==> config.mk <==
export PLATFORM = sky130hd
export DESIGN_NAME = independent_watchdog
export DESIGN_NICKNAME = d
export VERILOG_FILES = /design/src/logic/wdg_pkg.sv /design/src/logic/osc_tick.sv /design/src/logic/independent_watchdog.sv
export VERILOG_INCLUDE_DIRS = /design/src /design/src/logic
export SDC_FILE = /design/constraint.sdc
export NUM_CORES = 1
export LEC_CHECK = 0
export BUFFER_PORTS_ARGS = -buffer_cell sky130_fd_sc_hd__buf_2
export CORE_MARGIN = 10
export CORE_UTILIZATION = 64
export CTS_BUF_LIST = sky130_fd_sc_hd__clkbuf_8
export DETAILED_ROUTE_END_ITERATION = 12
export PLACE_DENSITY = 0.87
export SLEW_MARGIN = 40
export SYNTH_ARGS = -nofsm -noshare
export SYNTH_HDL_FRONTEND = slang
export SYNTH_SLANG_ARGS = --single-unit
export TNS_END_PERCENT = 50
==> constraint.sdc <==
create_clock -name clk -period 3.1 [get_ports clk]
set_clock_uncertainty 0.15 [all_clocks]
set_input_delay 0.465 -clock clk [delete_from_list [all_inputs] [get_ports clk]]
set_output_delay 0.465 -clock clk [all_outputs]
set_load 0.02 [all_outputs]
==> src/logic/wdg_consts.svh <==
`ifndef WDG_CONSTS_SVH
`define WDG_CONSTS_SVH
// ----------------------------------------
// widths and resets
// ----------------------------------------
`define WDG_CNT_W        12
`define WDG_PRE_W        8
`define WDG_CNT_RST      12'h0FFF
`define WDG_PRE_RST      8'h00
`define WDG_CNT_ZERO     12'h0000
`define WDG_CNT_ONE      12'h0001
// ----------------------------------------
// timing
// ----------------------------------------
`define WDG_CLK_HZ       10000000
`define WDG_OSC_HZ       32000
`define WDG_OSC_DIV      ((`WDG_CLK_HZ + `WDG_OSC_HZ - 1) / `WDG_OSC_HZ)
`define WDG_RST_PULSE    8'h10
`endif

==> src/logic/wdg_pkg.sv <==
`default_nettype none
package wdg_pkg;
    typedef enum logic [1:0] {
        ST_IDLE  = 2'b00,
        ST_RUN   = 2'b01,
        ST_FIRE  = 2'b10
    } wdg_state_e;
endpackage
`default_nettype wire

==> src/logic/osc_tick.sv <==
`include "wdg_consts.svh"
`default_nettype none
// ----------------------------------------
// divider standing in for the slow rc clock
// ----------------------------------------
module osc_tick #(
    parameter int DIV = `WDG_OSC_DIV
) (
    input  wire logic clk,
    input  wire logic sys_rst,
    output logic      tick
);
    logic [15:0] cnt_ff;
    always_ff @(posedge clk or posedge sys_rst) begin
        if (sys_rst) begin
            cnt_ff <= 16'h0000;
            tick   <= 1'b0;
        end else if (cnt_ff == 16'(DIV - 1)) begin
            cnt_ff <= 16'h0000;
            tick   <= 1'b1;
        end else begin
            cnt_ff <= cnt_ff + 16'h0001;
            tick   <= 1'b0;
        end
    end
endmodule
`default_nettype wire

==> src/logic/independent_watchdog.sv <==
`include "wdg_consts.svh"
`default_nettype none
module independent_watchdog #(
    parameter int                OSC_DIV   = `WDG_OSC_DIV,
    parameter logic [`WDG_PRE_W-1:0] PRE_DIV = 8'hFF,
    parameter logic [7:0]        RST_PULSE = `WDG_RST_PULSE
) (
    input  wire logic                  clk,
    input  wire logic                  sys_rst,
    input  wire logic                  opt_hw_start,
    input  wire logic                  timer_mode,
    input  wire logic                  sw_start,
    input  wire logic                  refresh,
    input  wire logic [`WDG_CNT_W-1:0] reload_val,
    input  wire logic                  low_power,
    input  wire logic                  dbg_halt_en,
    input  wire logic                  core_in_debug,
    output logic                       chip_reset,
    output logic                       timeout,
    output logic                       running,
    output logic [`WDG_CNT_W-1:0]      count
);
    // ----------------------------------------
    // local state
    // ----------------------------------------
    logic                  tick;
    logic [`WDG_PRE_W-1:0] pre_ff;
    logic                  pre_done;
    logic                  halted;
    logic                  expire;
    logic                  bite;
    logic                  lapse;
    logic [7:0]            pulse_ff;
    logic                  hw_ff;
    logic [`WDG_CNT_W-1:0] count_ff;
    logic                  running_ff;
    logic                  timeout_ff;
    logic                  chip_reset_ff;
    wdg_pkg::wdg_state_e   state_ff;

    // ----------------------------------------
    // shared decode
    // ----------------------------------------
    // expiry only on the step out of 1 (to 0, or to reload_val in timer mode); a refresh in the same cycle wins
    function automatic logic expiry_hit(
        input logic                  run,
        input logic                  step,
        input logic                  kick,
        input logic [`WDG_CNT_W-1:0] cnt
    );
        expiry_hit = run & step & ~kick & (cnt == `WDG_CNT_ONE);
    endfunction

    // prescaler wraps at its programmed top value
    function automatic logic pre_wrap(
        input logic [`WDG_PRE_W-1:0] pre,
        input logic [`WDG_PRE_W-1:0] top
    );
        pre_wrap = (pre == top);
    endfunction

    // ----------------------------------------
    // slow tick and prescaler
    // ----------------------------------------
    osc_tick #(.DIV(OSC_DIV)) u_tick (
        .clk     (clk),
        .sys_rst (sys_rst),
        .tick    (tick)
    );

    // low_power deliberately not read: counting never stops in stop/standby
    assign halted   = dbg_halt_en & core_in_debug;
    assign pre_done = tick & pre_wrap(pre_ff, PRE_DIV) & ~halted;
    assign expire   = expiry_hit(state_ff == wdg_pkg::ST_RUN, pre_done, refresh, count_ff);
    assign bite     = expire & ~timer_mode;
    assign lapse    = expire & timer_mode;

    always_ff @(posedge clk or posedge sys_rst) begin
        if (sys_rst) begin
            pre_ff <= `WDG_PRE_RST;
        end else if (state_ff != wdg_pkg::ST_RUN || refresh) begin
            pre_ff <= `WDG_PRE_RST;
        end else if (tick && !halted) begin
            if (pre_wrap(pre_ff, PRE_DIV)) begin
                pre_ff <= `WDG_PRE_RST;
            end else begin
                pre_ff <= pre_ff + 8'h01;
            end
        end
    end

    // ----------------------------------------
    // start control
    // ----------------------------------------
    // option level caught one edge after release, never under reset
    always_ff @(posedge clk or posedge sys_rst) begin
        if (sys_rst) begin
            hw_ff <= 1'b0;
        end else begin
            hw_ff <= opt_hw_start;
        end
    end

    always_ff @(posedge clk or posedge sys_rst) begin
        if (sys_rst) begin
            state_ff <= wdg_pkg::ST_IDLE;
        end else begin
            case (state_ff)
                wdg_pkg::ST_IDLE: begin
                    if (hw_ff || sw_start) begin
                        state_ff <= wdg_pkg::ST_RUN;
                    end
                end
                wdg_pkg::ST_RUN: begin
                    if (bite) begin
                        state_ff <= wdg_pkg::ST_FIRE;
                    end
                end
                wdg_pkg::ST_FIRE: begin
                    if (pulse_ff == 8'h00) begin
                        state_ff <= wdg_pkg::ST_IDLE;
                    end
                end
                default: state_ff <= wdg_pkg::ST_IDLE;
            endcase
        end
    end

    // ----------------------------------------
    // down-counter
    // ----------------------------------------
    // idle keeps loading so a start begins from the programmed value
    always_ff @(posedge clk or posedge sys_rst) begin
        if (sys_rst) begin
            count_ff <= `WDG_CNT_RST;
        end else if (state_ff != wdg_pkg::ST_RUN || refresh) begin
            count_ff <= reload_val;
        end else if (pre_done) begin
            if (count_ff == `WDG_CNT_ONE || count_ff == `WDG_CNT_ZERO) begin
                count_ff <= timer_mode ? reload_val : `WDG_CNT_ZERO;
            end else begin
                count_ff <= count_ff - `WDG_CNT_ONE;
            end
        end
    end

    // ----------------------------------------
    // timer mode event
    // ----------------------------------------
    always_ff @(posedge clk or posedge sys_rst) begin
        if (sys_rst) begin
            timeout_ff <= 1'b0;
        end else begin
            timeout_ff <= lapse;
        end
    end

    // ----------------------------------------
    // chip reset pulse
    // ----------------------------------------
    // fixed-length pulse so the reset net sees a clean assertion
    always_ff @(posedge clk or posedge sys_rst) begin
        if (sys_rst) begin
            pulse_ff <= 8'h00;
        end else if (bite) begin
            pulse_ff <= RST_PULSE - 8'h01;
        end else if (pulse_ff != 8'h00) begin
            pulse_ff <= pulse_ff - 8'h01;
        end
    end

    always_ff @(posedge clk or posedge sys_rst) begin
        if (sys_rst) begin
            chip_reset_ff <= 1'b0;
        end else begin
            chip_reset_ff <= bite | (pulse_ff != 8'h00);
        end
    end

    // ----------------------------------------
    // status
    // ----------------------------------------
    always_ff @(posedge clk or posedge sys_rst) begin
        if (sys_rst) begin
            running_ff <= 1'b0;
        end else begin
            running_ff <= (state_ff == wdg_pkg::ST_RUN);
        end
    end

    // ----------------------------------------
    // outputs
    // ----------------------------------------
    // every output is a bare flop, no logic after it
    assign count      = count_ff;
    assign running    = running_ff;
    assign timeout    = timeout_ff;
    assign chip_reset = chip_reset_ff;
endmodule
`default_nettype wire

==> qor.csv <==
metric,value,unit
Power Dens Cells,445.7,mW/mm^2
# hold bufs at CTS,0,
largest net degree at the start of global routing,52,
CTS root buf,clkbuf_8,
Reg2Reg Depth,5,
Chip Width,84.06,um
post-synthesis mux area share,3.192,%
"Period Utilization, post-route",74.03,%
CTS tree,done,
Place WS,747.3,ps
"share of synthesized cell area in full adder, half adder and majority cells",3.811,%
Yosys reg bits,51,
top sig layer,met4,
Slowest cell on crit path,dfstp_2,
final setup vio count,0,
"antenna viol nets, final",0,
worst reg-to-reg setup slack,810,ps
"Req. time, crit path",3190,ps
RR Startpoint,count[0],
FMAX,0.4357,GHz
WS Path Type,flop to flop,
Compound-Gate Fraction of Synth Area,8.480,%
Vias/cell,5.895,
Post-Syn Nets,294,
GRT Util Overall,15.92,%
die area,0.007066,mm^2
WP data arrival,2390,ps
gpl congestion,0.8079,
WL final,5520,um
Post-Syn Instances,265,
Static Leak,1.298,nW
reg2reg end,count[11],
residual DRC count,0,
# rows,23,
IO Count,36,
Die Ht,84.06,um
area delta synth->final,12.20,%
DR iter-0 viols,82,
CTS clock-pin slew for the worst setup and hold paths,90,ps
Placeable Area,0.004000,mm^2
"Primary FF master, synth",dfrtp_1,
clock tree buffer depth,2,
Post-synth ARST share,100.0,%
IO buf count,34,
min cycle time layout,2295,ps
first-pass GRT wire length,9466,um
Fillers,314,
postcts setup bufs,0,
Area contributors post-synth,"dfrtp_1 37%, dfstp_2 12%, xnor2_1 4.7%, nand2_1 4.0%, nor2_1 3.9%",
wire length per cell,15.73,um
relative slew slack,59.89,%
most common cell in the synthesized netlist,dfrtp_1,
CTS Buf Count,5,
Post-DP HPWL,3916,um
Hold Crit Class,input port to async pin,
XOR/XNOR Fraction of Synth Area,7.670,%
syn_area_per_cell,9.910,um^2
ANT cells,0,
worst skew pair latency,310,ps
startpoint types,flop,
routed wl met2,2801,um
final hold violations,0,
cell taking the most area after synthesis,dfrtp_1,
sequential cell area fraction in the yosys report,49.17,%
measured slew at the worst slew-check pin,601.7,ps
Crit path depth,5,
met3 routed WL,258,um
CP endpoint kind,flop,
"top cells by count, synth","39 x dfrtp_1, 28 x nand2_1, 27 x nor2_1",
largest family of logic cells by synthesized area,simple AND/OR/NAND/NOR gates,
grt ovf,0,
CP max stage delay,620,ps
Post-Route M1 WL,2337,um
H-tree depth,2,
Worst Path Buf+Inv,1,
via count,2069,
Setup WS post-layout,805.0,ps
setup TNS,0,ps
Initial Utilization,65.66,%
"EDFF count, synth",0,
max cap viols,0,
Nets,329,
# resized after CTS,0,
ratio of cells with drive above 1 in the final layout,22.59,%
Top delay family on crit path,compound AO/OA/AOI/OAI gates,
Post-Syn Area,0.002626,mm^2
DRT Pass-1 Iters,4,
number of global-route vias before repair,2104,
Synth Area in Simple Gates,24.87,%
Hold WS,79.12,ps
Max VDD drop,0.3023,mV
Crit Path Max Fanout,13,
initial antenna violation count,0,
Slew Limit Fails,0,
RSZ-0062 raised after global routing,no,
worst-path cell chain,"inv_1, ha_1, o2111a_1, a31o_2, a221o_1",
Yosys warning count,0,
area share of the leading cell type in the synthesized netlist,37.16,%
status,"complete, no violations",
Yosys cell types,47,
CTS Sinks,51,
==> layout make-up <==
type                    count  area (um^2)  share of cell area (%)
repair buffers             35        177.7                   6.030
flip-flops and latches     51         1291                   43.82
multi-input cells         198         1261                   42.80
clock inverters             2        35.03                   1.189
well taps                  50        62.56                   2.123
inverters                   9        36.28                   1.231
clock buffers               6        82.58                   2.803
==> cell usage in the layout (no fill, tap or decap), drive strengths merged, types with 2 or more instances in the layout <==
cell type  count
nand4          6
xnor2         14
nor2b          3
clkbuf         6
dfrtp         39
and4           3
xor2           9
nor4b          2
or3            4
ha             8
nor4           6
nor3          13
dfstp         12
inv            9
and3           9
nor2          27
mux2i          5
buf           35
nand2b         4
a21oi          9
nand2         28
o21ai         15
nor3b          2
mux2           3
nand3          9
or4            4
==> kinds of logic (layout without fill, tap and decap cells) <==
group | count (synthesis) | count (layout)
fa+ha+maj | 8 | 8
compound gates | 35 | 35
mux | 8 | 8
simple gates | 124 | 124
buf+inv | 16 | 52
xor+xnor | 23 | 23
flops | 51 | 51
==> metal layers <==
| layer | up-vias | GRT usage [%] |
|---|---|---|
| li1 | 999 | - |
| met1 | 1011 | 18.60 |
| met2 | 45 | 26.07 |
| met3 | 14 | 3.711 |
| met4 | 0 | 8.828 |
| met5 | - | 0 |
==> where the power goes <==
group	leakage, nW	internal (mW)	switching [mW]
clock	0.0612	0.261	0.218
combinational	0.624	0.0448	0.0738
sequential	0.614	0.692	0.0234
total	1.30	0.998	0.315
==> worst max path at each step <==
stage | startpoint | endpoint | slack [ps]
3_3_place_gp | core_in_debug | pulse_ff[2] | 840
3_5_place_dp | core_in_debug | state_ff[1] | 750
2_1_floorplan | count[1] | count[11] | 960
4_1_cts | count[1] | count[11] | 800
6_report | count[0] | count[11] | 810
5_1_grt | pre_ff[0] | state_ff[1] | 610
==> worst reg2reg max path, stage by stage, from the launching register on <==
cell	delay, ps
dfstp_2	620
inv_1	80
ha_1	210
o2111a_1	390
a31o_2	400
a221o_1	370
==> through the flow <==
| step | utilization [%] | total power [mW] | instances | cell area (um^2) |
|---|---|---|---|---|
| after floorplan | - | 0.7976 | 265 | 2626 |
| after global placement | 70.66 | 0.8407 | 343 | 2826 |
| after detailed placement | 70.72 | 0.8472 | 343 | 2829 |
| after CTS | 73.66 | 1.321 | 351 | 2947 |
| after global routing | 73.66 | 1.361 | 351 | 2947 |
| final | 73.66 | 1.313 | 351 | 2947 |
==> registers in the layout (all words and copies together) (netlist names) <==
signal and flops:
u_tick.tick 1, running 1, state_ff 2, chip_reset 1
hw_ff 1, timeout 1, u_tick.cnt_ff 16, pulse_ff 8
pre_ff 8, count 12
(Power assumes the default switching activity.)
